## config.mk

```make
export PLATFORM = sky130hd
export DESIGN_NAME = bdpm_regs
export DESIGN_NICKNAME = d
export VERILOG_FILES = /design/src/include/bdpm_pkg.sv /design/src/design/bdpm_discard_timer.sv /design/src/design/bdpm_retry_counter.sv /design/src/design/bdpm_regs.sv
export VERILOG_INCLUDE_DIRS = /design/src /design/src/include
export SDC_FILE = /design/constraint.sdc
export NUM_CORES = 1
export LEC_CHECK = 0
export BUFFER_PORTS_ARGS = -buffer_cell sky130_fd_sc_hd__buf_2
export CAP_MARGIN = 20
export CORE_MARGIN = 3
export CORE_UTILIZATION = 45
export DETAILED_ROUTE_END_ITERATION = 10
export GPL_TIMING_DRIVEN = 0
export PLACE_DENSITY_LB_ADDON = 0.3
export SLEW_MARGIN = 0
export SYNTH_ARGS = -nofsm -noshare
export SYNTH_HDL_FRONTEND = slang
export SYNTH_HIERARCHICAL = 1
export SYNTH_SLANG_ARGS = --single-unit
```

## constraint.sdc

```tcl
create_clock -name clk -period 2.1 [get_ports clk]
set_input_delay 0.21 -clock clk [delete_from_list [all_inputs] [get_ports clk]]
set_output_delay 0.21 -clock clk [all_outputs]
set_load 0.02 [all_outputs]
```

## src/include/bdpm_params.svh

```systemverilog
// bdpm_params.svh: offsets, field positions, reset values and counts of the
// diagnostic and power-management capability register bank.
// assumes: included by bare name into the package and the design modules.
`ifndef BDPM_PARAMS_SVH
`define BDPM_PARAMS_SVH

// ****************************************************************
// register indices (byte address is four times the index)
// ****************************************************************
`define BDPM_IDX_DIAG        8'h93
`define BDPM_IDX_CAP_ID      8'hA0
`define BDPM_IDX_NEXT_PTR    8'hA1
`define BDPM_IDX_PM_CAP      8'hA2
`define BDPM_FUNC_SEL_BIT    10
`define BDPM_ADDR_W          12

// ****************************************************************
// diagnostic register fields and reset
// ****************************************************************
`define BDPM_DIAG_RESET      8'h60
`define BDPM_DIAG_ID_MASK    7
`define BDPM_DIAG_FIXED_ONE  6
`define BDPM_DIAG_ROUTE      5
`define BDPM_DIAG_DLY_DIS    4
`define BDPM_DIAG_LONG_RETRY_LIMIT  3
`define BDPM_DIAG_CARD_DISC  2
`define BDPM_DIAG_HOST_DISC  1
`define BDPM_DIAG_RESERVED_FIELD       0
`define BDPM_DIAG_GLOBAL_MSK 8'h9E
`define BDPM_DIAG_LOCAL_MSK  8'h21

// ****************************************************************
// capability registers
// ****************************************************************
`define BDPM_CAP_ID_VAL      8'h01
`define BDPM_NEXT_PTR_VAL    8'h00
`define BDPM_PM_CAP_RESET    16'hFE12
`define BDPM_PM_CAP_FIXED    16'h7E12
`define BDPM_PM_CAP_D3C      15

// ****************************************************************
// timing counts
// ****************************************************************
`define BDPM_RETRY_SHORT     7'h10
`define BDPM_RETRY_LONG      7'h40
`define BDPM_DISC_SHORT_EXP  10
`define BDPM_DISC_LONG_EXP   15
`define BDPM_ID_ALL_ONES     16'hFFFF

`endif

```

## src/include/bdpm_pkg.sv

```systemverilog
// bdpm_pkg: types shared by the register bank and its helpers.
// assumes: bdpm_params.svh on the include path.
`include "bdpm_params.svh"

package bdpm_pkg;

    // ****************************************************************
    // register decode result
    // ****************************************************************
    typedef enum logic [2:0] {
        BDPM_SEL_NONE   = 3'b000,
        BDPM_SEL_DIAG   = 3'b001,
        BDPM_SEL_CAP_ID = 3'b010,
        BDPM_SEL_NEXT   = 3'b011,
        BDPM_SEL_PM_CAP = 3'b100
    } bdpm_reg_sel_t;

    typedef logic [7:0]  bdpm_diag_t;
    typedef logic [15:0] bdpm_pm_cap_t;

endpackage : bdpm_pkg

```

## src/design/bdpm_discard_timer.sv

```systemverilog
// bdpm_discard_timer: counts while a transaction waits and pulses on expiry.
// assumes: pending is held for the whole wait and dropped when it completes.
`include "bdpm_params.svh"

module bdpm_discard_timer
    import bdpm_pkg::*;
#(
    parameter int SHORT_LEN = 1 << `BDPM_DISC_SHORT_EXP,
    parameter int LONG_LEN  = 1 << `BDPM_DISC_LONG_EXP
) (
    input  wire logic clk,
    input  wire logic reset,
    input  wire logic pending,
    input  wire logic short_sel,
    output logic      expired
);
    logic [16:0] count_q;
    logic [16:0] limit;

    // the length is chosen live, so a select change mid-wait takes effect at once
    assign limit = short_sel ? 17'(SHORT_LEN - 1) : 17'(LONG_LEN - 1);

    // ****************************************************************
    // counter
    // ****************************************************************
    always_ff @(posedge clk) begin
        if (reset || !pending) begin
            count_q <= 17'h00000;
        end else if (count_q != limit) begin
            count_q <= count_q + 17'h00001;
        end
    end

    // expiry flag registered so the output comes from a flop
    always_ff @(posedge clk) begin
        if (reset) begin
            expired <= 1'b0;
        end else begin
            expired <= pending && (count_q == limit) && !expired;
        end
    end
endmodule : bdpm_discard_timer

```

## src/design/bdpm_retry_counter.sv

```systemverilog
// bdpm_retry_counter: counts retries of one request against a retry limit.
// assumes: retry_event is a one-cycle pulse, done ends the request.
`include "bdpm_params.svh"

module bdpm_retry_counter
    import bdpm_pkg::*;
(
    input  wire logic       clk,
    input  wire logic       reset,
    input  wire logic [6:0] limit,
    input  wire logic       retry_event,
    input  wire logic       done,
    output logic            limit_hit
);
    logic [6:0] count_q;

    // ****************************************************************
    // retry count, saturating at the limit
    // ****************************************************************
    always_ff @(posedge clk) begin
        if (reset || done) begin
            count_q <= 7'h00;
        end else if (retry_event && count_q != limit) begin
            count_q <= count_q + 7'h01;
        end
    end

    // stays high until the request ends
    always_ff @(posedge clk) begin
        if (reset || done) begin
            limit_hit <= 1'b0;
        end else if (retry_event && count_q == limit - 7'h01) begin
            limit_hit <= 1'b1;
        end
    end

endmodule : bdpm_retry_counter

```

## src/design/bdpm_regs.sv

```systemverilog
// bdpm_regs: diagnostic and power-management capability registers of the
// two-function bridge, reached over APB, with the control they steer.
// assumes: reset is the global reset; host_bus_reset_n is the ordinary bus
// reset; all inputs are synchronous to clk.
//
// Register access over APB is this design's own decision.
`include "bdpm_params.svh"

// Contract
// - diagnostic at 93h, reset value 60h
// - bit 7 set masks ids to ones
// - diagnostic bit 6 reads one always
// - bit 5 selects status-change routing source
// - bit 4 disables delayed transactions
// - bit 3 extends retry limit 16 to 64
// - bit 2 picks card discard length
// - bit 1 picks host discard length
// - sticky bits cleared only by global reset
// - global bits reached through function 0 only
// - capability_identifier at A0h reads 01h
// - next pointer at A1h reads 00h
// - capabilities at A2h reset FE12h
// - bits 15..11 wake states reset to ones
// - bit 15 writable, resets to one
// - bits 14..11 fixed at one
// - bit 10 reads one, D2 supported
// - bit 9 reads one, D1 supported
// - bits 8..6 read zero
// - bit 5 reads zero
// - bits 2..0 read 010b
module bdpm_regs
    import bdpm_pkg::*;
#(
    parameter int SHORT_DISCARD = 1 << `BDPM_DISC_SHORT_EXP,
    parameter int LONG_DISCARD  = 1 << `BDPM_DISC_LONG_EXP
) (
    input  wire logic                    clk,
    input  wire logic                    reset,
    input  wire logic                    host_bus_reset_n,
    input  wire logic                    psel,
    input  wire logic                    penable,
    input  wire logic                    pwrite,
    input  wire logic [`BDPM_ADDR_W-1:0] paddr,
    input  wire logic [31:0]             pwdata,
    input  wire logic [3:0]              pstrb,
    output logic      [31:0]             prdata,
    output logic                         pready,
    output logic                         pslverr,
    input  wire logic [15:0]             true_vendor_id,
    input  wire logic [15:0]             true_device_id,
    output logic      [15:0]             vendor_id_read,
    output logic      [15:0]             device_id_read,
    input  wire logic [1:0]              legacy_route_bit,
    input  wire logic [7:0]              legacy_irq_select,
    input  wire logic [1:0]              status_change_event,
    output logic      [1:0]              status_change_to_host,
    output logic                         deferred_completion_off,
    output logic      [6:0]              long_retry_limit,
    input  wire logic                    retry_event,
    input  wire logic                    request_done,
    output logic                         retry_limit_hit,
    input  wire logic                    card_txn_pending,
    output logic                         card_discard_timer_length,
    output logic                         card_discard_expired,
    input  wire logic                    host_txn_pending,
    output logic                         host_discard_timer_length,
    output logic                         host_discard_expired
);

    // ****************************************************************
    // decode helpers
    // ****************************************************************

    // maps a word address onto the register it names
    function automatic bdpm_reg_sel_t decode_reg(input logic [`BDPM_ADDR_W-1:0] addr);
        logic [7:0] idx;
        idx = addr[9:2];
        if (addr[1:0] != 2'b00 || addr[`BDPM_ADDR_W-1:`BDPM_FUNC_SEL_BIT+1] != '0) begin
            decode_reg = BDPM_SEL_NONE;
        end else begin
            case (idx)
                `BDPM_IDX_DIAG:     decode_reg = BDPM_SEL_DIAG;
                `BDPM_IDX_CAP_ID:   decode_reg = BDPM_SEL_CAP_ID;
                `BDPM_IDX_NEXT_PTR: decode_reg = BDPM_SEL_NEXT;
                `BDPM_IDX_PM_CAP:   decode_reg = BDPM_SEL_PM_CAP;
                default:            decode_reg = BDPM_SEL_NONE;
            endcase
        end
    endfunction : decode_reg

    // diagnostic as seen by one function; globals show only in function 0
    function automatic bdpm_diag_t diag_view(input bdpm_diag_t glob, input bdpm_diag_t loc,
                                             input logic func);
        diag_view = (loc & `BDPM_DIAG_LOCAL_MSK)
                  | (func ? 8'h00 : (glob & `BDPM_DIAG_GLOBAL_MSK))
                  | (8'h01 << `BDPM_DIAG_FIXED_ONE);
    endfunction : diag_view

    // ****************************************************************
    // bus phase decode
    // ****************************************************************
    bdpm_reg_sel_t sel;
    logic          func;
    logic          setup_ph;
    logic          wr_take;
    logic          wr_diag;
    logic          wr_pm_cap;

    assign sel       = decode_reg(paddr);
    assign func      = paddr[`BDPM_FUNC_SEL_BIT];
    assign setup_ph  = psel && !penable;
    // zero wait: the access phase always completes on its first edge
    assign pready    = psel && penable;
    assign wr_take   = pready && pwrite;
    assign wr_diag   = wr_take && (sel == BDPM_SEL_DIAG) && pstrb[0];
    assign wr_pm_cap = wr_take && (sel == BDPM_SEL_PM_CAP) && pstrb[1];

    // ****************************************************************
    // diagnostic register storage
    // ****************************************************************
    bdpm_diag_t   diag_glob_q;
    bdpm_diag_t   diag_loc_q [2];
    logic [1:0]   pm_d3c_q;

    // shared bits, writable only through function 0; global reset only
    always_ff @(posedge clk) begin
        if (reset) begin
            diag_glob_q <= `BDPM_DIAG_RESET & `BDPM_DIAG_GLOBAL_MSK;
        end else if (wr_diag && !func) begin
            diag_glob_q <= pwdata[7:0] & `BDPM_DIAG_GLOBAL_MSK;
        end
    end

    // per-function bits and the writable wake bit; the host bus reset is
    // deliberately not in these processes so they survive it
    genvar gf;
    generate
        for (gf = 0; gf < 2; gf++) begin : g_func
            always_ff @(posedge clk) begin
                if (reset) begin
                    diag_loc_q[gf] <= `BDPM_DIAG_RESET & `BDPM_DIAG_LOCAL_MSK;
                end else if (wr_diag && func == 1'(gf)) begin
                    diag_loc_q[gf] <= pwdata[7:0] & `BDPM_DIAG_LOCAL_MSK;
                end
            end

            always_ff @(posedge clk) begin
                if (reset) begin
                    pm_d3c_q[gf] <= 1'(`BDPM_PM_CAP_RESET >> `BDPM_PM_CAP_D3C);
                end else if (wr_pm_cap && func == 1'(gf)) begin
                    pm_d3c_q[gf] <= pwdata[`BDPM_PM_CAP_D3C];
                end
            end
        end
    endgenerate

    // ****************************************************************
    // read data and error, captured in the setup phase
    // ****************************************************************
    logic [31:0] rd_word;

    // read-only fields come from constants, so writes can never disturb them
    always_comb begin
        rd_word = 32'h00000000;
        case (sel)
            BDPM_SEL_DIAG:   rd_word[7:0]  = diag_view(diag_glob_q, diag_loc_q[func], func);
            BDPM_SEL_CAP_ID: rd_word[7:0]  = `BDPM_CAP_ID_VAL;
            BDPM_SEL_NEXT:   rd_word[7:0]  = `BDPM_NEXT_PTR_VAL;
            BDPM_SEL_PM_CAP: rd_word[15:0] = `BDPM_PM_CAP_FIXED
                                           | (16'(pm_d3c_q[func]) << `BDPM_PM_CAP_D3C);
            default:         rd_word       = 32'h00000000;
        endcase
    end

    // the host bus reset clears only this transient read path
    always_ff @(posedge clk) begin
        if (reset || !host_bus_reset_n) begin
            prdata <= 32'h00000000;
        end else if (setup_ph) begin
            prdata <= pwrite ? 32'h00000000 : rd_word;
        end
    end

    // unmapped addresses answer with an error, reads return zero
    always_ff @(posedge clk) begin
        if (reset) begin
            pslverr <= 1'b0;
        end else if (setup_ph) begin
            pslverr <= (sel == BDPM_SEL_NONE);
        end
    end

    // ****************************************************************
    // steering of the block's own logic
    // ****************************************************************
    logic id_masked;
    assign id_masked = diag_glob_q[`BDPM_DIAG_ID_MASK];

    // identification reads either true or all ones
    always_ff @(posedge clk) begin
        if (reset) begin
            vendor_id_read <= 16'h0000;
            device_id_read <= 16'h0000;
        end else begin
            vendor_id_read <= id_masked ? `BDPM_ID_ALL_ONES : true_vendor_id;
            device_id_read <= id_masked ? `BDPM_ID_ALL_ONES : true_device_id;
        end
    end

    // status-change routing per function; legacy select field is 4 bits
    genvar gr;
    generate
        for (gr = 0; gr < 2; gr++) begin : g_route
            logic route_ok;
            assign route_ok = diag_loc_q[gr][`BDPM_DIAG_ROUTE]
                            ? (legacy_irq_select[gr*4 +: 4] == 4'h0)
                            : legacy_route_bit[gr];
            always_ff @(posedge clk) begin
                if (reset) begin
                    status_change_to_host[gr] <= 1'b0;
                end else begin
                    status_change_to_host[gr] <= status_change_event[gr] && route_ok;
                end
            end
        end
    endgenerate

    // control levels are registered copies of the stored bits
    always_ff @(posedge clk) begin
        if (reset) begin
            deferred_completion_off   <= 1'b0;
            long_retry_limit          <= `BDPM_RETRY_SHORT;
            card_discard_timer_length <= 1'b0;
            host_discard_timer_length <= 1'b0;
        end else begin
            deferred_completion_off   <= diag_glob_q[`BDPM_DIAG_DLY_DIS];
            long_retry_limit          <= diag_glob_q[`BDPM_DIAG_LONG_RETRY_LIMIT]
                                       ? `BDPM_RETRY_LONG : `BDPM_RETRY_SHORT;
            card_discard_timer_length <= diag_glob_q[`BDPM_DIAG_CARD_DISC];
            host_discard_timer_length <= diag_glob_q[`BDPM_DIAG_HOST_DISC];
        end
    end

    // ****************************************************************
    // helpers: retry count and the two discard timers
    // ****************************************************************
    bdpm_retry_counter u_retry (
        .clk         (clk),
        .reset       (reset),
        .limit       (long_retry_limit),
        .retry_event (retry_event),
        .done        (request_done),
        .limit_hit   (retry_limit_hit)
    );

    // delayed transactions off means no waiting request can age out
    bdpm_discard_timer #(
        .SHORT_LEN (SHORT_DISCARD),
        .LONG_LEN  (LONG_DISCARD)
    ) u_card_disc (
        .clk       (clk),
        .reset     (reset),
        .pending   (card_txn_pending && !deferred_completion_off),
        .short_sel (card_discard_timer_length),
        .expired   (card_discard_expired)
    );

    bdpm_discard_timer #(
        .SHORT_LEN (SHORT_DISCARD),
        .LONG_LEN  (LONG_DISCARD)
    ) u_host_disc (
        .clk       (clk),
        .reset     (reset),
        .pending   (host_txn_pending && !deferred_completion_off),
        .short_sel (host_discard_timer_length),
        .expired   (host_discard_expired)
    );
endmodule : bdpm_regs

```

**After elaboration in Yosys (flattened, before gate mapping)**

Memory sizes are Yosys's and may differ from the RTL's.
Cells that the tools add are included.

- Word-level logic and storage cells: 106
- Input port bits: 102
- Memory bits (writable): 4
- Output and inout port bits: 81
- Register bits: 128
- Memories: 1

Memories:

| name | words | width | rd ports | clocked after memory_dff | wr ports | line | RTL |
|---|---|---|---|---|---|---|---|
| diag_loc_q | 2 | 2 | 3 | 0 | 2 | bdpm_regs.sv:122 | `bdpm_diag_t diag_loc_q [2];` |

- $add $sub $neg: 4
- Muxes and demuxes: 25
- Bitwise gates (word level): 4
- Reduce and logical (&&, ||, !) cells: 39
- $lt $le $gt $ge: 1
- Equality and inequality tests: 13

Operators with widths:

| kind | number |
|---|---|
| $mux W16 | 3 |
| $add A17 B1 Y17 const B | 2 |
| $eq A17 B17 Y1 | 2 |
| $ne A17 B17 Y1 | 2 |
| $eq A8 B8 Y1 const B | 4 |
| $mux W15 | 2 |
| $pmux W8 S3 | 1 |
| $logic_and A1 B1 Y1 | 22 |
| $mux W8 | 2 |
| $mux W1 | 12 |
| $pmux W3 S4 | 1 |
| $logic_not A1 Y1 | 8 |
| $logic_not A4 Y1 | 2 |
| $or A6 B8 Y8 | 1 |
| $add A7 B1 Y7 const B | 1 |
| $eq A7 B7 Y1 | 1 |
| $mux W7 | 1 |
| $ne A7 B7 Y1 | 1 |
| $sub A7 B1 Y7 const B | 1 |
| $logic_or A1 B1 Y1 | 5 |
| $mux W2 | 2 |
| $eq A3 B1 Y1 const B | 1 |
| $eq A3 B2 Y1 const B | 1 |
| $eq A3 B3 Y1 const B | 1 |
| other kinds (6) | 7 |

**Logic depth before layout (Yosys ltp)**

- Depth in word-level cells: 11
- Gate-level depth with buffers: 7
- Gate-level depth less buffers: 7

**Hierarchy**

The synthesis kept the hierarchy.

By module, submodules not included:

| module | times used | area an instance (um2) | cells an instance |
|---|---|---|---|
| bdpm_regs | 1 | 2,459.9 | 261 |
| bdpm_discard_timer | 2 | 899.6 | 101 |
| bdpm_retry_counter | 1 | 593.1 | 71 |

**Worst setup path before layout**

No wires, ideal clock.

- Path type: register to register
- From: register u_card_disc.count_q[0]
- To: register u_card_disc.count_q[14]
- Setup slack: 386 ps
- Cell stages (with the launch flop): 7
- Path buffers: 0
- Arrival time: 1,585 ps
- Setup time: 129 ps
- Cell sequence: dfxtp_1 -> ha_1 -> nand3_1 -> or4_1 -> a211oi_2 -> xnor2_1 -> nor2_1

- Word-level cells in the longest chain between the ends: 1
- Elaborated cells between the ends (all ways): 2
- Classes of those cells: add/sub (1); eq/ne (1)

Ends and longest elaborated chain:

| element | line | RTL |
|---|---|---|
| start: declaration | bdpm_discard_timer.sv:17 | `logic [16:0] count_q;` |
| start signal: assignment | bdpm_discard_timer.sv:30 | `count_q <= count_q + 17'h00001;` |
| $add A17 B1 Y17 / $ne A17 B17 Y1 (equally long branches) | bdpm_discard_timer.sv:30, bdpm_discard_timer.sv:29 |  |

Parallel ways exist; a longest one is shown, timed or not.
A chain may end at the register's enable or synchronous reset.

**Worst setup path after layout**

- From: register u_host_disc.count_q[0]
- To: register u_host_disc.count_q[14]

- Word-level cells in the longest chain between the ends: 1
- Elaborated cells between the ends (all ways): 2
- Classes of those cells: add/sub (1); eq/ne (1)

Ends and longest elaborated chain:

| element | line |
|---|---|
| start: declaration | bdpm_discard_timer.sv:17 |
| start signal: assignment | bdpm_discard_timer.sv:30 |
| $add A17 B1 Y17 / $ne A17 B17 Y1 (equally long branches) | bdpm_discard_timer.sv:30, bdpm_discard_timer.sv:29 |

Parallel ways exist; a longest one is shown, timed or not.

==> results.ini <==
[outcome]
outcome = finished clean

[detailed_routing]
dr_wl_met3_microns = 858
dr_total_vias = 4295
top_layer = met4
drtPass1Iterations = 5
drt_iter0_markers = 215
viasPerCell = 5.03
routedWlPerCell_microns = 14.0
drc_errors = 0
ant_nets = 0
wl_met1_microns = 4890
routed_wl_microns = 11900
wl_met2_microns = 5990

[clock_network]
cts_resized = 0
clock-root-buffer = clkbuf_8
cts_hold_buf = 0
tritoncts = built
htreeDepth = 3
cts_sinks = 105
cts_inserted_buffers = 9
cts_setup_buffers = 0
clk_latency_ps = 360
path_clk_slew_ps = 120
clockBufferDepth = 2

[power]
intPower_mw = 2.67
vdd_drop_max_mv = 0.395
p_clk_frac = 0.328
p_leak_nw = 2.63
p_sw_frac = 0.271
powerDensity_nw_per_um2 = 609
comb_power_share = 0.109
power.net_switching_uw = 992
seqPwrFrac = 0.564

[timing]
maxSlewHeadroom = 0.609
fin_crit_ps = 1930
finalWorstSetupSlack_ps = 166
rsz0062_at_grt = false
finalCritPeriodShare = 0.921
setup_viol = 0
max_freq_ghz = 0.517
finClkSkew_ps = 11.6
finalSetupTns_ps = 0
hold_viol_final = 0
holdWs_ps = 32.3
final_max_slew_viol_count = 0
worst-slew-pin-transition_ps = 579

[global_route]
grt_max_degree = 20
antenna_found_initial = 0
grt_pass1_wl_microns = 19200
grt_pass1_vias = 4101
grt_remaining_overflow = 0
grt_usage = 0.198

[logic_synthesis]
syn_area_sq_um = 4850
ys_ff_latch = 105
synth-seq-area-share = 0.441
dominantRegCellSynth = dfxtp_1
async_flop_share = 0
yosysWarnings = 6
avgSynthCellArea_sq_um = 9.09
yosysUniqueCellTypes = 70
syn_inst = 534
synth-edff-count = 4

[critical_path]
path_max_fanout = 4
crit_type = register to register
critPathLaunchType = register
reg2regPathDepth = 6
critPathRequiredTime_ps = 2350
end_kind = register
arrival_ps = 2180

[finish]
drive_above_1_share = 0.295
area_delta_synth_final_pct = 23.8
final_util = 0.577
finalNetCount = 819
antenna_cells = 0
n_fill_cell = 972
design_area_sq_um = 6010

[die]
start_util = 0.466
rows = 37
die_h_microns = 110
dieArea_sq_um = 12100
die_x_microns = 110
core_region_area_sq_um = 10400
ios = 183

[job]
drv_cap = 0

[place]
gp_congestion = 0.924
place_area_sq_um = 5820
io_buffers = 133
post-place-ws_ps = 196
post-dp-hpwl_microns = 9280

[hold_path]
whs_path_depth = 3
hold_path.class = input pin to register

==> sequential cells by signal, indices dropped and copies added, names as in the netlist, 2 cells and up <==
signal,count
status_change_to_host,2
device_id_read,16
u_host_disc/count_q,17
u_card_disc/count_q,17
long_retry_limit,2
pm_d3c_q,2
diag_loc_q,4
prdata,10
diag_glob_q,5
vendor_id_read,16
u_retry/count_q,7
==> power groups by stage <==
stage	sequential, mW	clock, mW	combinational (mW)
after floorplan	2.15	0	0.200
after global placement	2.11	0	0.387
after detailed placement	2.11	0	0.394
after CTS	2.06	1.22	0.396
after global routing	2.07	1.32	0.443
final	2.06	1.20	0.398
==> metal layers <==
metal,vias to the layer above,global-route usage
met5,-,0
met1,1945,0.241
met4,0,0.0650
li1,2170,-
met3,19,0.0470
met2,161,0.343
==> through the flow <==
step	total power, mW	std cells
global route	3.83	854
floorplan	2.35	569
global placement	2.49	838
CTS	3.68	854
finish	3.66	854
detailed placement	2.50	838
==> synthesized netlist by cell type, drive strengths merged, types with 2 or more instances <==
cell type	n	area, sq um
xnor2	16	140
nor2b	12	75.1
nand2b	11	68.8
o31ai	3	22.5
nor3	11	65.1
nand2	26	97.6
o32ai	2	32.5
nor3b	4	30.0
and3	7	43.8
or3	6	37.5
and4bb	2	25.0
o21ai	12	71.3
clkbuf	14	53.8
mux2i	11	110
buf	32	241
and4	2	18.8
or4	11	90.1
o21a	2	15.0
a22oi	4	30.0
edfxtp	4	120
a31oi	6	37.5
or4b	3	37.5
nor2	99	389
a21o	2	15.0
inv	7	26.3
a211oi	5	57.6
a21oi	19	95.1
o32a	2	22.5
a22o	2	17.5
nor4	9	71.3
nand3b	3	22.5
o211ai	6	45.0
nand4	9	77.6
dfxtp	101	2020
ha	4	50.1
nor4b	2	23.8
mux2	4	56.3
and2	3	21.3
xor2	15	131
nand3	31	165
==> worst max-delay path, stage by stage (launching register included) <==
cell      delay [ps]
dfxtp_1          420
ha_1             230
nand3_1          150
or4_1            570
a211oi_2         260
xnor2_1          150
nor2_1            50
==> path summary, 6_finish.rpt <==
path	startpoint	endpoint	slack [ps]
max	u_host_disc/count_q[0]	u_host_disc/count_q[14]	170
min	true_device_id[10]	device_id_read[10]	30
max reg2reg	u_host_disc/count_q[0]	u_host_disc/count_q[14]	170
min reg2reg	u_host_disc/expired	u_host_disc/expired	430
==> placed cells by master (no fill, tap or decap), types with 3 or more instances in the layout <==
| master | netlist | routed |
|---|---|---|
| dfxtp_1 | 101 | 101 |
| mux2_4 | 3 | 3 |
| buf_4 | 28 | 28 |
| or3_1 | 6 | 6 |
| nand3b_1 | 3 | 3 |
| nor2b_1 | 12 | 12 |
| xnor2_1 | 16 | 16 |
| inv_6 | 0 | 3 |
| or4_1 | 9 | 9 |
| nand2_1 | 26 | 26 |
| nor2_1 | 96 | 96 |
| nor3_1 | 9 | 9 |
| nor4_1 | 8 | 8 |
| o211ai_1 | 6 | 6 |
| a31oi_1 | 6 | 6 |
| clkbuf_8 | 0 | 9 |
| nand3_1 | 29 | 29 |
| buf_2 | 1 | 134 |
| a21oi_1 | 19 | 19 |
| nor3b_1 | 4 | 4 |
| o31ai_1 | 3 | 3 |
| conb_1 | 1 | 36 |
| and3_1 | 7 | 7 |
| ha_1 | 4 | 4 |
| a22oi_1 | 4 | 4 |
| nand2b_1 | 11 | 11 |
| clkbuf_1 | 13 | 14 |
| o21ai_0 | 9 | 9 |
| mux2i_1 | 11 | 11 |
| a211oi_2 | 4 | 4 |
| inv_1 | 7 | 7 |
| xor2_1 | 15 | 15 |
| nand4_1 | 7 | 7 |
| edfxtp_1 | 4 | 4 |
==> layout make-up <==
type,count,area [sq um],area share
Inverter,7,26.3,0.00437
Multi-Input combinational cell,411,2520,0.419
Tap cell,136,170,0.0283
Sequential cell,105,2140,0.357
Clock inverter,6,60.1,0.0100
Clock buffer,10,128,0.0212
Buffer,46,295,0.0492
Timing Repair Buffer,133,666,0.111
==> cell families (layout without fill, tap and decap cells) <==
logic type / after synthesis / count (layout) / synth area share
AO/OA/AOI/OAI: 70 / 70 / 0.104
XOR/XNOR: 31 / 31 / 0.0560
adder cells (fa/ha/maj): 4 / 4 / 0.0103
buffers and inverters: 53 / 202 / 0.0663
flip-flops: 105 / 105 / 0.441
multiplexers: 15 / 15 / 0.0343
other: 1 / 36 / 0.000773
AND/OR/NAND/NOR: 255 / 255 / 0.287
Note: power is estimated with default switching activity, not from simulation.
